===== src/rtl/phyd_pkg.sv =====
/*
 * constants, field positions and types for the PHY port diagnostic
 * and status register bank.
 * assumes a 32-bit APB with 12-bit byte addresses, one word per register.
 */
package phyd_pkg;

	// ************************************************************
	// register indices and byte addresses (byte address = index * 4)
	// ************************************************************
	localparam logic [11:0] IDX_ABILITY   = 12'h056;
	localparam logic [11:0] IDX_SPECIAL   = 12'h066;
	localparam logic [11:0] IDX_LED_OVR   = 12'h06C;
	localparam logic [11:0] IDX_CABLE     = 12'h07C;
	localparam logic [11:0] IDX_MIRROR    = 12'h080;
	localparam logic [11:0] IDX_IRQ_STAT  = 12'h090;
	localparam logic [11:0] IDX_IRQ_MASK  = 12'h092;

	localparam logic [11:0] ADDR_ABILITY  = {IDX_ABILITY[9:0], 2'b00};
	localparam logic [11:0] ADDR_SPECIAL  = {IDX_SPECIAL[9:0], 2'b00};
	localparam logic [11:0] ADDR_LED_OVR  = {IDX_LED_OVR[9:0], 2'b00};
	localparam logic [11:0] ADDR_CABLE    = {IDX_CABLE[9:0], 2'b00};
	localparam logic [11:0] ADDR_MIRROR   = {IDX_MIRROR[9:0], 2'b00};
	localparam logic [11:0] ADDR_IRQ_STAT = {IDX_IRQ_STAT[9:0], 2'b00};
	localparam logic [11:0] ADDR_IRQ_MASK = {IDX_IRQ_MASK[9:0], 2'b00};

	// ************************************************************
	// field positions
	// ************************************************************
	localparam int SPC_POL_BIT    = 5;
	localparam int SPC_MDIX_BIT   = 4;
	localparam int SPC_FORCE_BIT  = 3;
	localparam int SPC_LP10_BIT   = 2;
	localparam int SPC_LOOP_BIT   = 1;
	localparam int LED_OVR_LSB    = 12;
	localparam int CAB_SHORT_BIT  = 15;
	localparam int CAB_OUT_LSB    = 13;
	localparam int CAB_GO_BIT     = 12;
	localparam int CAB_FORCE_BIT  = 11;
	localparam int CAB_RSV_BIT    = 10;
	localparam int CAB_LOOP_BIT   = 9;
	localparam int IRQ_DONE_BIT   = 0;
	localparam int IRQ_POL_BIT    = 1;

	// ************************************************************
	// reset and fixed values
	// ************************************************************
	localparam logic [4:0] ABIL_LOW_RSV    = 5'h01;
	localparam logic       RST_LP10_DIS    = 1'b1;
	localparam logic       RST_CAB_RSV     = 1'b1;
	localparam logic [2:0] RST_LED_OVR     = 3'h0;
	localparam logic [1:0] OUT_FAILED      = 2'h3;
	localparam logic [1:0] RST_IRQ_MASK    = 2'h0;

	// ************************************************************
	// timing: cable test watchdog
	// ************************************************************
	localparam int CLK_MHZ          = 25;
	localparam int CABLE_TIMEOUT_US = 100;
	localparam int CABLE_TIMEOUT_CYC = CABLE_TIMEOUT_US * CLK_MHZ;

	// cable test engine states
	typedef enum logic [0:0] {
		CT_IDLE = 1'b0,
		CT_RUN  = 1'b1
	} phyd_ct_state_t;

endpackage


===== src/rtl/phyd_sync2.sv =====
/*
 * two flip-flop synchroniser for a group of level signals.
 * assumes each bit is a slow level; bits of a group may skew by one clock.
 */
`timescale 1ns/1ps
module phyd_sync2 #(
	parameter int WIDTH = 1
) (
	// clock and reset
	input  wire logic             i_ref_clk,
	input  wire logic             i_nrst,
	// asynchronous levels in, synchronised levels out
	input  wire logic [WIDTH-1:0] i_async,
	output logic      [WIDTH-1:0] o_sync
);

	logic [WIDTH-1:0] meta_reg;

	// first stage is read only by the second stage
	always_ff @(posedge i_ref_clk or negedge i_nrst) begin
		if (!i_nrst) begin
			meta_reg <= '0;
			o_sync   <= '0;
		end else begin
			meta_reg <= i_async;
			o_sync   <= meta_reg;
		end
	end

endmodule // phyd_sync2


===== src/rtl/phyd_led_drive.sv =====
/*
 * port indicator driver: normal mode pass-through or software override.
 * assumes the normal-mode levels come from logic on the same clock.
 */
`timescale 1ns/1ps
module phyd_led_drive (
	// clock and reset
	input  wire logic       i_ref_clk,
	input  wire logic       i_nrst,
	// override field and normal-mode levels
	input  wire logic [2:0] i_led_ovr,
	input  wire logic       i_mode_a,
	input  wire logic       i_mode_b,
	// indicator pins
	output logic            o_indicator_a,
	output logic            o_indicator_b
);

	// registered so the pins never glitch on a field write
	always_ff @(posedge i_ref_clk or negedge i_nrst) begin
		if (!i_nrst) begin
			o_indicator_a <= 1'b0;
			o_indicator_b <= 1'b0;
		end else if (!i_led_ovr[2]) begin
			o_indicator_a <= i_mode_a;
			o_indicator_b <= i_mode_b;
		end else begin
			o_indicator_a <= i_led_ovr[0];
			o_indicator_b <= i_led_ovr[1];
		end
	end

endmodule // phyd_led_drive


===== src/rtl/phyd_regs.sv =====
/*
 * register bank of one PHY port: partner abilities, special control and
 * status, indicator override, cable test engine, status mirror, interrupt.
 * assumes an APB master on i_ref_clk; PHY status levels arrive unsynchronised
 * and the cable test outcome is stable before its done level rises.
 */
// Chosen here: register access over APB.
`timescale 1ns/1ps
module phyd_regs
	import phyd_pkg::*;
(
	// clock and reset
	input  wire logic        i_ref_clk,
	input  wire logic        i_nrst,
	// apb slave
	input  wire logic        i_psel,
	input  wire logic        i_penable,
	input  wire logic        i_pwrite,
	input  wire logic [11:0] i_paddr,
	input  wire logic [31:0] i_pwdata,
	output logic      [31:0] o_prdata,
	output logic             o_pready,
	output logic             o_pslverr,
	// phy core status levels
	input  wire logic [4:0]  i_lp_ability,
	input  wire logic        i_pol_reversed,
	input  wire logic        i_mdix_state,
	// cable test core
	input  wire logic        i_cable_test_done,
	input  wire logic [1:0]  i_cable_test_outcome,
	input  wire logic        i_near_short_flag,
	input  wire logic [8:0]  i_fault_distance_count,
	output logic             o_cable_test_start,
	// phy control levels
	output logic             o_force_link,
	output logic             o_low_power_ten_base_en,
	output logic             o_near_loopback,
	// indicators
	input  wire logic        i_led_mode_a,
	input  wire logic        i_led_mode_b,
	output logic             o_indicator_a,
	output logic             o_indicator_b,
	// interrupt
	output logic             o_irq
);

	// ************************************************************
	// declarations
	// ************************************************************
	logic [19:0]    sync_in;
	logic [19:0]    sync_out;
	logic [4:0]     lp_s;
	logic           pol_s;
	logic           mdix_s;
	logic           done_s;
	logic [1:0]     outcome_s;
	logic           short_s;
	logic [8:0]     count_s;
	logic           done_d_reg;
	logic           pol_d_reg;
	logic           done_evt;
	logic           pol_evt;
	logic           force_link_reg;
	logic           lp10_dis_reg;
	logic           loop_reg;
	logic           cab_rsv_reg;
	logic [2:0]     led_ovr_reg;
	logic           short_reg;
	logic [1:0]     outcome_reg;
	logic [8:0]     count_reg;
	phyd_ct_state_t ct_state_reg;
	logic [11:0]    timer_reg;
	logic           finish_ok;
	logic           finish_to;
	logic           start;
	logic [1:0]     irq_stat_reg;
	logic [1:0]     irq_mask_reg;
	logic [1:0]     irq_set;
	logic [15:0]    ability_word;
	logic [15:0]    special_word;
	logic [15:0]    led_word;
	logic [15:0]    cable_word;
	logic [15:0]    mirror_word;
	logic [31:0]    rd_next;
	logic           hit;
	logic           wr;
	logic           wr_special;
	logic           wr_cable;

	// ************************************************************
	// input synchronisation
	// ************************************************************
	// one group keeps the flop count low; outcome bits settle before done
	assign sync_in = {i_lp_ability, i_pol_reversed, i_mdix_state, i_cable_test_done,
		i_cable_test_outcome, i_near_short_flag, i_fault_distance_count};

	phyd_sync2 #(.WIDTH(20)) u_sync (
		.i_ref_clk (i_ref_clk),
		.i_nrst    (i_nrst),
		.i_async   (sync_in),
		.o_sync    (sync_out)
	);

	assign {lp_s, pol_s, mdix_s, done_s, outcome_s, short_s, count_s} = sync_out;

	// edge history for events
	always_ff @(posedge i_ref_clk or negedge i_nrst) begin
		if (!i_nrst) begin
			done_d_reg <= 1'b0;
			pol_d_reg  <= 1'b0;
		end else begin
			done_d_reg <= done_s;
			pol_d_reg  <= pol_s;
		end
	end

	assign done_evt = done_s & ~done_d_reg;
	assign pol_evt  = pol_s ^ pol_d_reg;

	// ************************************************************
	// apb decode
	// ************************************************************
	// zero wait states: every access completes in its first access cycle
	assign o_pready   = 1'b1;
	assign wr         = i_psel & i_penable & i_pwrite;
	assign wr_special = wr & (i_paddr == ADDR_SPECIAL);
	assign wr_cable   = wr & (i_paddr == ADDR_CABLE);
	assign o_pslverr  = i_psel & i_penable & ~hit;

	// ************************************************************
	// control bits
	// ************************************************************
	// force link and loopback are one flop each, seen at two addresses
	always_ff @(posedge i_ref_clk or negedge i_nrst) begin
		if (!i_nrst) begin
			force_link_reg <= 1'b0;
			loop_reg       <= 1'b0;
		end else if (wr_special) begin
			force_link_reg <= i_pwdata[SPC_FORCE_BIT];
			loop_reg       <= i_pwdata[SPC_LOOP_BIT];
		end else if (wr_cable) begin
			force_link_reg <= i_pwdata[CAB_FORCE_BIT];
			loop_reg       <= i_pwdata[CAB_LOOP_BIT];
		end
	end

	// low power select and the spare read/write cable bit
	always_ff @(posedge i_ref_clk or negedge i_nrst) begin
		if (!i_nrst) begin
			lp10_dis_reg <= RST_LP10_DIS;
			cab_rsv_reg  <= RST_CAB_RSV;
		end else begin
			if (wr_special)
				lp10_dis_reg <= i_pwdata[SPC_LP10_BIT];
			if (wr_cable)
				cab_rsv_reg <= i_pwdata[CAB_RSV_BIT];
		end
	end

	// indicator override field
	always_ff @(posedge i_ref_clk or negedge i_nrst) begin
		if (!i_nrst)
			led_ovr_reg <= RST_LED_OVR;
		else if (wr & (i_paddr == ADDR_LED_OVR))
			led_ovr_reg <= i_pwdata[LED_OVR_LSB +: 3];
	end

	assign o_force_link            = force_link_reg;
	assign o_low_power_ten_base_en = ~lp10_dis_reg;
	assign o_near_loopback         = loop_reg;

	phyd_led_drive u_led (
		.i_ref_clk     (i_ref_clk),
		.i_nrst        (i_nrst),
		.i_led_ovr     (led_ovr_reg),
		.i_mode_a      (i_led_mode_a),
		.i_mode_b      (i_led_mode_b),
		.o_indicator_a (o_indicator_a),
		.o_indicator_b (o_indicator_b)
	);

	// ************************************************************
	// cable test engine
	// ************************************************************
	// a go write during a running test is ignored, not restarted
	assign start     = wr_cable & i_pwdata[CAB_GO_BIT] & (ct_state_reg == CT_IDLE);
	assign finish_ok = (ct_state_reg == CT_RUN) & done_evt;
	assign finish_to = (ct_state_reg == CT_RUN) & ~done_evt
		& (timer_reg == 12'(CABLE_TIMEOUT_CYC - 1));

	// state, watchdog and start pulse
	always_ff @(posedge i_ref_clk or negedge i_nrst) begin
		if (!i_nrst) begin
			ct_state_reg       <= CT_IDLE;
			timer_reg          <= '0;
			o_cable_test_start <= 1'b0;
		end else begin
			o_cable_test_start <= start;
			unique case (ct_state_reg)
				CT_IDLE: begin
					timer_reg <= '0;
					if (start)
						ct_state_reg <= CT_RUN;
				end
				CT_RUN: begin
					timer_reg <= timer_reg + 12'h001;
					if (finish_ok | finish_to)
						ct_state_reg <= CT_IDLE;
				end
			endcase
		end
	end

	// results, held until the next test ends
	always_ff @(posedge i_ref_clk or negedge i_nrst) begin
		if (!i_nrst) begin
			short_reg   <= 1'b0;
			outcome_reg <= 2'h0;
			count_reg   <= 9'h000;
		end else if (finish_ok) begin
			short_reg   <= short_s;
			outcome_reg <= outcome_s;
			count_reg   <= count_s;
		end else if (finish_to) begin
			short_reg   <= 1'b0;
			outcome_reg <= OUT_FAILED;
			count_reg   <= 9'h000;
		end
	end

	// ************************************************************
	// interrupt
	// ************************************************************
	assign irq_set[IRQ_DONE_BIT] = finish_ok | finish_to;
	assign irq_set[IRQ_POL_BIT]  = pol_evt;

	// write one to clear; a new event in the same cycle wins
	always_ff @(posedge i_ref_clk or negedge i_nrst) begin
		if (!i_nrst) begin
			irq_stat_reg <= 2'h0;
			irq_mask_reg <= RST_IRQ_MASK;
		end else begin
			if (wr & (i_paddr == ADDR_IRQ_STAT))
				irq_stat_reg <= (irq_stat_reg & ~i_pwdata[1:0]) | irq_set;
			else
				irq_stat_reg <= irq_stat_reg | irq_set;
			if (wr & (i_paddr == ADDR_IRQ_MASK))
				irq_mask_reg <= i_pwdata[1:0];
		end
	end

	assign o_irq = |(irq_stat_reg & irq_mask_reg);

	// ************************************************************
	// read path
	// ************************************************************
	// unsupported partner features read as zero
	assign ability_word = {3'b000, 2'b00, lp_s[4], 1'b0, lp_s[3:0], ABIL_LOW_RSV};
	assign special_word = {10'h000, pol_s, mdix_s, force_link_reg, lp10_dis_reg,
		loop_reg, 1'b0};
	assign led_word     = {1'b0, led_ovr_reg, 12'h000};
	assign cable_word   = {short_reg, outcome_reg, (ct_state_reg == CT_RUN), force_link_reg,
		cab_rsv_reg, loop_reg, count_reg};
	assign mirror_word  = {2'b00, pol_s, 5'h00, mdix_s, 2'b00, lp_s};

	// address mux; unmapped addresses read zero with an error
	always_comb begin
		rd_next = 32'h0000_0000;
		hit     = 1'b1;
		unique case (i_paddr)
			ADDR_ABILITY:  rd_next[15:0] = ability_word;
			ADDR_SPECIAL:  rd_next[15:0] = special_word;
			ADDR_LED_OVR:  rd_next[15:0] = led_word;
			ADDR_CABLE:    rd_next[15:0] = cable_word;
			ADDR_MIRROR:   rd_next[15:0] = mirror_word;
			ADDR_IRQ_STAT: rd_next[1:0]  = irq_stat_reg;
			ADDR_IRQ_MASK: rd_next[1:0]  = irq_mask_reg;
			default:       hit           = 1'b0;
		endcase
	end

	// captured in the setup cycle so data is a flop output in the access cycle
	always_ff @(posedge i_ref_clk or negedge i_nrst) begin
		if (!i_nrst)
			o_prdata <= 32'h0000_0000;
		else if (i_psel & ~i_penable & ~i_pwrite)
			o_prdata <= rd_next;
	end
endmodule // phyd_regs


===== config.mk =====
export PLATFORM = sky130hd
export DESIGN_NAME = phyd_regs
export DESIGN_NICKNAME = d
export VERILOG_FILES = /design/src/rtl/phyd_pkg.sv /design/src/rtl/phyd_sync2.sv /design/src/rtl/phyd_led_drive.sv /design/src/rtl/phyd_regs.sv
export SDC_FILE = /design/constraint.sdc
export NUM_CORES = 1
export LEC_CHECK = 0
export BUFFER_PORTS_ARGS = -buffer_cell sky130_fd_sc_hd__buf_2
export CAP_MARGIN = 20
export CORE_UTILIZATION = 30
export DETAILED_ROUTE_END_ITERATION = 16
export PLACE_DENSITY = 0.53
export SYNTH_ARGS = -nofsm -noshare
export SYNTH_HDL_FRONTEND = slang
export SYNTH_HIERARCHICAL = 1
export SYNTH_SLANG_ARGS = --single-unit

===== constraint.sdc =====
create_clock -name i_ref_clk -period 1.5 [get_ports i_ref_clk]
set_input_delay 0.075 -clock i_ref_clk [delete_from_list [all_inputs] [get_ports i_ref_clk]]
set_output_delay 0.075 -clock i_ref_clk [all_outputs]
set_load 0.03 [all_outputs]

---- Yosys cells after proc, flatten, opt, wreduce, memory -nomap -nowiden ----
Cells that the tools add are included.
word-level totals
  output and inout port bits .............. 41
  register bits after elaboration ......... 97
  logic and storage cells ................. 83
  bits of input ports ..................... 71
operators by class
  mux-type cells .......................... 20
  reduce and logical (&&, ||, !) cells .... 4
  equality and inequality tests ........... 8
  bitwise gates (word level) .............. 30
  $add $sub $neg .......................... 1
operator list
  cell                   count
  $pmux 14 s5            1
  $eq 12x9->1 const B    4
  $eq 12x10->1 const B   3
  $pmux 12 s2            1
  $mux 9                 2
  $and 1x1->1            16
  $add 12x1->12 const B  1
  $eq 12x12->1 const B   1
  $pmux 2 s6             1
  $mux 1                 11
  $not 1->1              7
  $reduce_or 7->1        1
  $mux 2                 3
  $and 2x2->2            2
  $or 2x2->2             2
  $reduce_bool 2->1      2
  $not 2->2              1
  $pmux 1 s2             1
  $reduce_or 2->1        1
  $or 1x1->1             1
  $xor 1x1->1            1

---- Longest topological paths before layout ----
Gate-level depths: netlist of run 1.
  depth after elaboration ................. 8
  mapped depth ............................ 6
  depth with buffers taken out ............ 5

---- Hierarchy ----
Netlist of run 1, hierarchy kept.
by module, submodules not included
  module          area each (um^2)  times used  cells an instance
  phyd_regs       2810.2            1           266
  phyd_sync2      1001.0            1           40
  phyd_led_drive  72.6              1           4

---- Least setup slack after synthesis of run 1 ----
No wires, ideal clock.
  path kind ............................... flip-flop to flip-flop
  start point ............................. register timer_reg[4]
  end point ............................... register count_reg[0]
  clock period less this slack ............ 1.608 ns
  setup slack ............................. -0.108 ns
  data arrival time ....................... 1.487 ns
  buffers on the path ..................... 2
  cell stages (with the launch flop) ...... 7
  cell sequence ........................... dfrtp_1 clkbuf_1 nor4_1 and3_1 a41oi_1 clkbuf_1 a22o_1
on the way
  longest elaborated chain between the ends .. 3
ends and longest elaborated chain
  what                                line              source
  start, declared                     phyd_regs.sv:72   logic [11:0] timer_reg;
  start signal, assigned              phyd_regs.sv:206  timer_reg <= timer_reg + 12'h001;
  $eq 12x12->1                        phyd_regs.sv:189  & (timer_reg == 12'(CABLE_TIMEOUT_CYC - 1));
  $and 1x1->1                         phyd_regs.sv:189
  $reduce_bool 2->1 (no source line)  -
  end signal, assigned                phyd_regs.sv:223  count_reg <= count_s;
  end, declared                       phyd_regs.sv:70   logic [8:0] count_reg;
Every way passes these cells.
A chain may end at the register's enable or synchronous reset.

---- Worst setup path after layout of run 1 ----
  start point ............................. input port i_paddr[7]
  end point ............................... output port o_pslverr
on the way
  longest elaborated chain between the ends .. 5
  elaborated cells between the ends (all ways) .. 11
  those cells by class .................... eq/ne: 7; mux: 1; bitwise: 2; reduce/logical: 1
ends and longest elaborated chain
  what                                                line              source
  start, declared                                     phyd_regs.sv:19   input wire logic [11:0] i_paddr,
  $eq 12x9->1 / $eq 12x10->1 (equally long branches)  phyd_regs.sv:270  unique case (i_paddr)
  $reduce_or 7->1 (no source line) (*)                -
  $mux 1 (*)                                          phyd_regs.sv:270
  $not 1->1 (*)                                       phyd_regs.sv:128  assign o_pslverr = i_psel & i_penable & ~hit;
  $and 1x1->1 (*)                                     phyd_regs.sv:128
  end, declared                                       phyd_regs.sv:23   output logic o_pslverr,
Every way passes the cells marked *; elsewhere a longest branch is shown, timed or not.

==> summary.txt, run 1 <==
Outcome
  – Status: finished with violations
  – Failing checks: negative setup slack

STA
  – Setup violators final: 11
  – Fmax: 649.8 MHz
  – Worst Skew: 0.008744 ns
  – Slew Viols, Final: 0
  – Setup slack after layout: -0.03899 ns
  – Hold slack final: 0.01015 ns
  – Final Hold Fails: 0
  – Setup TNS Final: -0.1631 ns
  – Tcrit/Tclk final: 1.026
  – Min cycle time layout: 1.539 ns
  – RSZ-0062 raised after global routing: yes

Critical path
  – Critical path startpoint category: input port
  – Cell at the slowest stage of the critical path: or4_4
  – Cell chain of the critical path: buf_6 > or4_4 > nor4_4 > o22ai_1 > and4_1 > buf_6
  – Internal reg-to-reg setup slack: -0.02 ns
  – R2R depth: 5
  – R2R Path End: count_reg[3]
  – WP buf/inv: 2
  – Crit Path Max Fanout: 5
  – Worst R2R Start: timer_reg[10]
  – CP delay by family, top: simple AND/OR/NAND/NOR gates
  – Critical Path AT: 1.46 ns
  – CP Data Required Time: 1.42 ns
  – CP max stage delay: about 0.6 ns
  – CP Capture Type: output port
  – Critical path class: input port to output port
  – Most frequent CP cell: buf_6

Worst hold path
  – Min-Delay Path Class: input port to flop
  – Hold Path End: led_ovr_reg[0]
  – Hold Path Stages: 2
  – Hold Startpoint: i_pwdata[12]

Synthesis
  – Top cell type's share of synthesized area: 0.6121
  – Synth Register Bits: 97
  – Library cells used by synthesis: 52
  – Register area share after synthesis: 0.6256
  – Ys flop type: dfrtp_1
  – Post-synth EDFFs: 0
  – Synth cell count leaders: 95 x dfrtp_1, 23 x nand2_1, 17 x buf_4
  – Synth area leader: dfrtp_1
  – Post-synthesis instance total: 310
  – Synth async-reset ratio: 1.000
  – Mean Syn Cell Area: ~13 sq um
  – Warnings, synthesis: 6
  – Mapped cell area: 3884 sq um
  – Synth area leaders: dfrtp_1 61%, buf_4 3.3%, mux2_2 2.6%
  – Count leader, synth: dfrtp_1

Finish
  – P&R area growth vs syn: 36.98%
  – Share of layout cells above drive strength 1: 0.3557
  – Final Util: 0.4216
  – Filler instances: between 1000 and 1500
  – Sequential cell area: 2430 sq um
  – Number of diodes: 0
  – Area of the multi-input gates: about 1400 sq um
  – NumNets Final: just over 500
  – Fin cells: roughly 620

CTS
  – Clk buf depth: 2
  – Root Buffer: clkbuf_16
  – H-tree depth: 3
  – CTS Sinks: 97
  – Clk pin slew, worst setup/hold paths: around 0.07 ns
  – Cts bufs inserted: 9
  – CTS tree: yes
  – Clock latency on the worst-skew pair: about 0.34 ns

Pwr
  – Leakage: ~0.0025 uW
  – Pwr Density: around 1000 nW/um^2
  – Worst IR Drop VDD: between 0.4 and 0.5 mV

Routing
  – Via-to-Cell Ratio: about 4.5
  – Met2 Wirelength: ~4200 um
  – Routed wl met3: roughly 300 um
  – Antenna viol nets, final: 0
  – DRC: 0
  – Wl on met1: about 3800 um
  – Detailed Route Iter0 Violations: 140
  – Routed WL per cell: 13.69 um
  – Total wire length: approximately 8500 um
  – Via count: 2758
  – Uppermost layer routed: met4
  – DR pass1 iterations: 4

GRT
  – Initial antenna violation count: 0
  – GRT Residual Overflow: 0
  – Total GRT Usage: 0.1389
  – Number of global-route vias before repair: approximately 2800
  – Largest net degree at the start of global routing: 37
  – First-pass GRT wire length: around 14000 um

Floorplan
  – Die area: about 13000 sq um
  – Core footprint: 12620 sq um
  – Initial core utilization: 0.3078
  – IO Count: 112
  – Die H: about 120 um
  – Std-Cell Rows: 41
  – Die Width: around 120 um

Placed design
  – Placed cell count: 572
  – Place WS: -0.1986 ns
  – Final GP Congestion: roughly 0.83
  – I/O Buffers: a little over 70
  – Final HPWL DP: about 6000 um

Run
  – # Max-Cap Violations: 0
-- worst max path at each step --
| stage | end | from | slack [ns] | cells after the start |
|---|---|---|---|---|
| finish | o_pslverr | i_paddr[7] | -0.04 | 6 |
| global route | count_reg[3] | timer_reg[10] | -0.11 | 5 |
| CTS | o_pslverr | i_paddr[7] | -0.06 | 6 |
| detailed placement | led_ovr_reg[2] | i_paddr[1] | -0.20 | 5 |
| global placement | o_prdata[5] | i_paddr[1] | -0.18 | 6 |
| floorplan | o_force_link | i_paddr[1] | -0.05 | 5 |
-- where the power goes --
group / total (uW) / internal, uW / leakage (uW) / switching (uW)
clock network: 2180 / 1200 / 0.000139 / 984
registers: 2720 / 2690 / 0.00122 / 30.6
logic: 415 / 172 / 0.00116 / 243
-- timing repair --
item | in CTS | in global routing
buffers inserted | 4 | 0
gates resized for setup | 7 | 7
hold endpoints to repair | 57 | 0
setup endpoints to repair | 13 | 20
hold buffers | 28 | 0
pin swaps | 7 | 5
gates cloned | 0 | 0
-- layout by cell type, fill, tap and decap left out, types with 3 or more instances in the layout --
cell type and n:
a21oi_1 5, a222oi_1 5, a22o_1 11, a22oi_1 7, and2_1 9, and3_1 4
buf_12 5, buf_2 68, buf_4 30, buf_6 3, clkbuf_16 9, conb_1 17
dfrtp_1 95, dlygate4sd3_1 28, inv_1 11, mux2_2 9, mux2i_1 4, nand2_1 23
nand3_1 7, nand3b_1 3, nand4_1 5, nor2_1 5, nor3_1 5, nor4_4 5
o21ai_0 9, o21ai_1 4, or3_1 3, xnor2_1 6, xor2_1 4
-- worst reg2reg max path: cells and delay by family (launching register included) --
kind                   cells  cell delay, ns
AO/OA/AOI/OAI              2            0.34
buffers and inverters      1            0.21
flip-flops                 1            0.39
AND/OR/NAND/NOR            2            0.47
-- final cells by class --
cell class | count | area share
Sequential cell | 97 | 0.4567
Multi-Input combinational cell | 189 | 0.2568
Timing Repair Buffer | 134 | 0.1841
Clock buffer | 11 | 0.04563
Tap cell | 172 | 0.04045
Clock inverter | 5 | 0.008467
Inverter | 11 | 0.007761
-- per-stage QoR --
| stage | total power (uW) | cell area, sq um |
|---|---|---|
| floorplan | 2946 | 3985 |
| global placement | 3112 | 4662 |
| detailed placement | 3116 | 4662 |
| CTS | 5385 | 5295 |
| global route | 5517 | 5320 |
| finish | 5312 | 5320 |
-- cell families after synthesis --
logic type / count (synthesis) / share of synthesized area
compound gates: 58 / 0.1086
fa+ha+maj: 1 / 0.003221
xor+xnor: 10 / 0.02255
other cells: 2 / 0.001934
flops: 97 / 0.6256
simple gates: 90 / 0.1456
mux: 13 / 0.03641
buf+inv: 39 / 0.05605
-- metal layers --
layer,vias up,track usage
met3,13,0.02772
met4,0,0.05128
li1,1340,-
met5,-,0
met2,68,0.2333
met1,1337,0.1777
Note: power is estimated with default switching activity, not from simulation.
==> inputs of run 2 (changes only) <==
--- a/config.mk
+++ b/config.mk
@@ -9,6 +9,7 @@
 export CAP_MARGIN = 20
 export CORE_UTILIZATION = 30
 export DETAILED_ROUTE_END_ITERATION = 16
+export HOLD_SLACK_MARGIN = 0.12
 export PLACE_DENSITY = 0.53
 export SYNTH_ARGS = -nofsm -noshare
 export SYNTH_HDL_FRONTEND = slang
==> run 2 against run 1 <==
Net effect:
- worst setup slack barely moved
- flip-flop and latch count unchanged
- clock skew increased by 0.00053 ns
- sequential power hardly changed
- fmax unchanged
- largest power group unchanged
- the flow still finishes with violations (negative setup slack)
==> summary.txt, run 2 (synthesis results as in run 1) <==
Critical path
  – CP Capture Type: output port (unchanged)
  – WP buf/inv: 2 (unchanged)
  – CP Data Required Time: 1.42 ns (about the same)
  – Worst R2R Start: timer_reg[10] (unchanged)
  – CP delay by family, top: simple AND/OR/NAND/NOR gates (unchanged)
  – Crit Path Max Fanout: 5 (unchanged)
  – Cell chain of the critical path: buf_6 > or4_4 > nor4_4 > o22ai_1 > and4_1 > buf_6 (unchanged)
  – Critical path startpoint category: input port (unchanged)
  – R2R depth: 5 (unchanged)
  – Critical Path AT: 1.46 ns (about the same)
  – Internal reg-to-reg setup slack: -0.03 ns (was -0.02 ns)
  – Most frequent CP cell: buf_6 (unchanged)
  – CP max stage delay: 0.59 ns (about the same)
  – Critical path class: input port to output port (unchanged)
  – Cell at the slowest stage of the critical path: or4_4 (unchanged)
  – R2R Path End: count_reg[3] (unchanged)

Finish
  – NumNets Final: 517 (was 514)
  – Share of layout cells above drive strength 1: 0.3533 (was 0.3557)
  – Commonest cells after routing, fill and taps aside: 95 x dfrtp_1, 68 x buf_2, 31 x dlygate4sd3_1, 30 x buf_4, 23 x nand2_1 (was 95 x dfrtp_1, 68 x buf_2, 30 x buf_4, 28 x dlygate4sd3_1, 23 x nand2_1)
  – P&R area growth vs syn: 37.76% (was 36.98%)
  – Most common cell after layout, fill and taps aside: dfrtp_1 (unchanged)
  – Number of diodes: 0 (unchanged)

Pwr
  – Pwr Density: 993.6 nW/um^2 (was 998.5 nW/um^2)
  – Sequential power share: 0.511 (about the same)
  – P_int: 4059 uW (was 4054 uW)
  – Gate power share: 0.079 (was 0.078)
  – Worst IR Drop VDD: 0.4893 mV (was 0.4949 mV)
  – Clock power frac: 0.410 (was 0.411)
  – Leakage: 0.002529 uW (was 0.002516 uW)
  – Sw Pwr: 1257 uW (was 1258 uW)
  – Switching part of the total: 0.2364 (was 0.2368)

GRT
  – Largest net degree at the start of global routing: 37 (unchanged)
  – Initial antenna violation count: 0 (unchanged)
  – First-pass GRT wire length: 14230 um (was 14120 um)
  – GRT Residual Overflow: 0 (unchanged)
  – Total GRT Usage: 0.1403 (was 0.1389)
  – Number of global-route vias before repair: 2844 (was 2810)

Routing
  – Via count: 2772 (was 2758)
  – Via-to-Cell Ratio: 4.457 (was 4.456)
  – Detailed Route Iter0 Violations: 131 (was 140)
  – DRC: 0 (unchanged)
  – DR pass1 iterations: 4 (unchanged)
  – Antenna viol nets, final: 0 (unchanged)
  – Routed WL per cell: 13.74 um (was 13.69 um)
  – Total wire length: 8548 um (was 8472 um)

Worst hold path
  – Min-Delay Path Class: input port to flop (unchanged)
  – Hold Startpoint: i_pwdata[11] (was i_pwdata[12])
  – Hold Path Stages: 4 (was 2)
  – Hold Path End: o_force_link (was led_ovr_reg[0])

STA
  – Setup violators final: 11 (unchanged)
  – Min cycle time layout: 1.539 ns (about the same)
  – Slew Viols, Final: 0 (unchanged)
  – Setup slack after layout: -0.03899 ns (about the same)
  – Setup TNS Final: -0.1867 ns (was -0.1631 ns)
  – Fmax: 649.8 MHz (unchanged)
  – Final Hold Fails: 0 (unchanged)
  – RSZ-0062 raised after global routing: yes (unchanged)
  – Worst Skew: 0.009274 ns (was 0.008744 ns)
  – Tcrit/Tclk final: 1.026 (about the same)

Outcome
  – Failing checks: negative setup slack (unchanged)
  – Status: finished with violations (unchanged)

CTS
  – CTS tree: yes (unchanged)
  – Clk pin slew, worst setup/hold paths: 0.06 ns (was 0.07 ns)
  – Clk buf depth: 2 (unchanged)
  – Clock latency on the worst-skew pair: 0.34 ns (about the same)
  – H-tree depth: 3 (unchanged)
  – Cts bufs inserted: 9 (unchanged)
  – CTS Sinks: 97 (unchanged)
  – Root Buffer: clkbuf_16 (unchanged)

Floorplan
  – Die area: 13410 sq um (unchanged)
  – Core footprint: 12620 sq um (unchanged)
  – Die H: 115.8 um (unchanged)
  – Die Width: 115.8 um (unchanged)
  – IO Count: 112 (unchanged)
  – Initial core utilization: 0.3078 (unchanged)
  – Std-Cell Rows: 41 (unchanged)

Placed design
  – Place WS: -0.1986 ns (unchanged)
  – I/O Buffers: 72 (unchanged)
  – Final GP Congestion: 0.8269 (unchanged)
  – Final HPWL DP: 6057 um (unchanged)

Run
  – # Max-Cap Violations: 0 (unchanged)
==> run 2: area by class of cell <==
type                            instances  area (sq um)
Multi-Input combinational cell        189          1366
Clock inverter                          5         45.04
Tap cell                              172         215.2
Sequential cell                        97          2430
Fill cell                            1219          7269
Inverter                               11         41.29
Clock buffer                           11         242.7
Timing Repair Buffer                  137          1010
==> run 2: per-stage QoR <==
stage / instance area (sq um) / instances / utilization / hold slack, ns / total power (uW)
6_report: 5350 / 622 / 0.4240 / 0.1405 / 5316
3_5_place_dp: 4662 / 572 / 0.3694 / 0.03852 / 3116
3_3_place_gp: 4662 / 572 / 0.3694 / 0.04011 / 3112
2_1_floorplan: 3985 / 325 / - / -0.2206 / 2946
5_1_grt: 5350 / 622 / 0.4240 / 0.1553 / 5525
4_1_cts: 5325 / 622 / 0.4220 / 0.1221 / 5391
==> run 2: worst min-delay path: stages <==
cell	delay, ns
buf_2	0.10
inv_1	0.06
a22o_2	0.14
a22oi_1	0.05
==> run 2: worst max-delay path by stage <==
stage	endpoint	startpoint	slack, ns	cells past startpoint
global placement	o_prdata[5]	i_paddr[1]	-0.18	6
finish	o_pslverr	i_paddr[7]	-0.04	6
detailed placement	led_ovr_reg[2]	i_paddr[1]	-0.20	5
floorplan	o_force_link	i_paddr[1]	-0.05	5
CTS	o_pslverr	i_paddr[7]	-0.06	6
global route	count_reg[3]	timer_reg[10]	-0.11	5
==> run 2: per-layer routing <==
metal | wire length, um | global-route usage | vias up
met3 | 301 | 0.02720 | 13
met4 | 144 | 0.05128 | 0
li1 | - | - | 1346
met2 | 4323 | 0.2389 | 71
met5 | 0 | 0 | -
met1 | 3778 | 0.1774 | 1342
==> run 2: power by group through the flow <==
stage	combinational, uW	sequential, uW	clock, uW
3_5_place_dp	349	2770	0
5_1_grt	464	2720	2340
6_report	422	2720	2180
2_1_floorplan	167	2780	0
3_3_place_gp	346	2770	0
4_1_cts	423	2720	2250
==> run 2: what timing repair did <==
action	4_1_cts	5_1_grt
gates cloned	0	0
setup endpoints to repair	13	20
endpoints found under the hold margin	130	0
resized for setup	7	7
hold buffers	31	0
pin swaps	7	5
buffers inserted	4	0
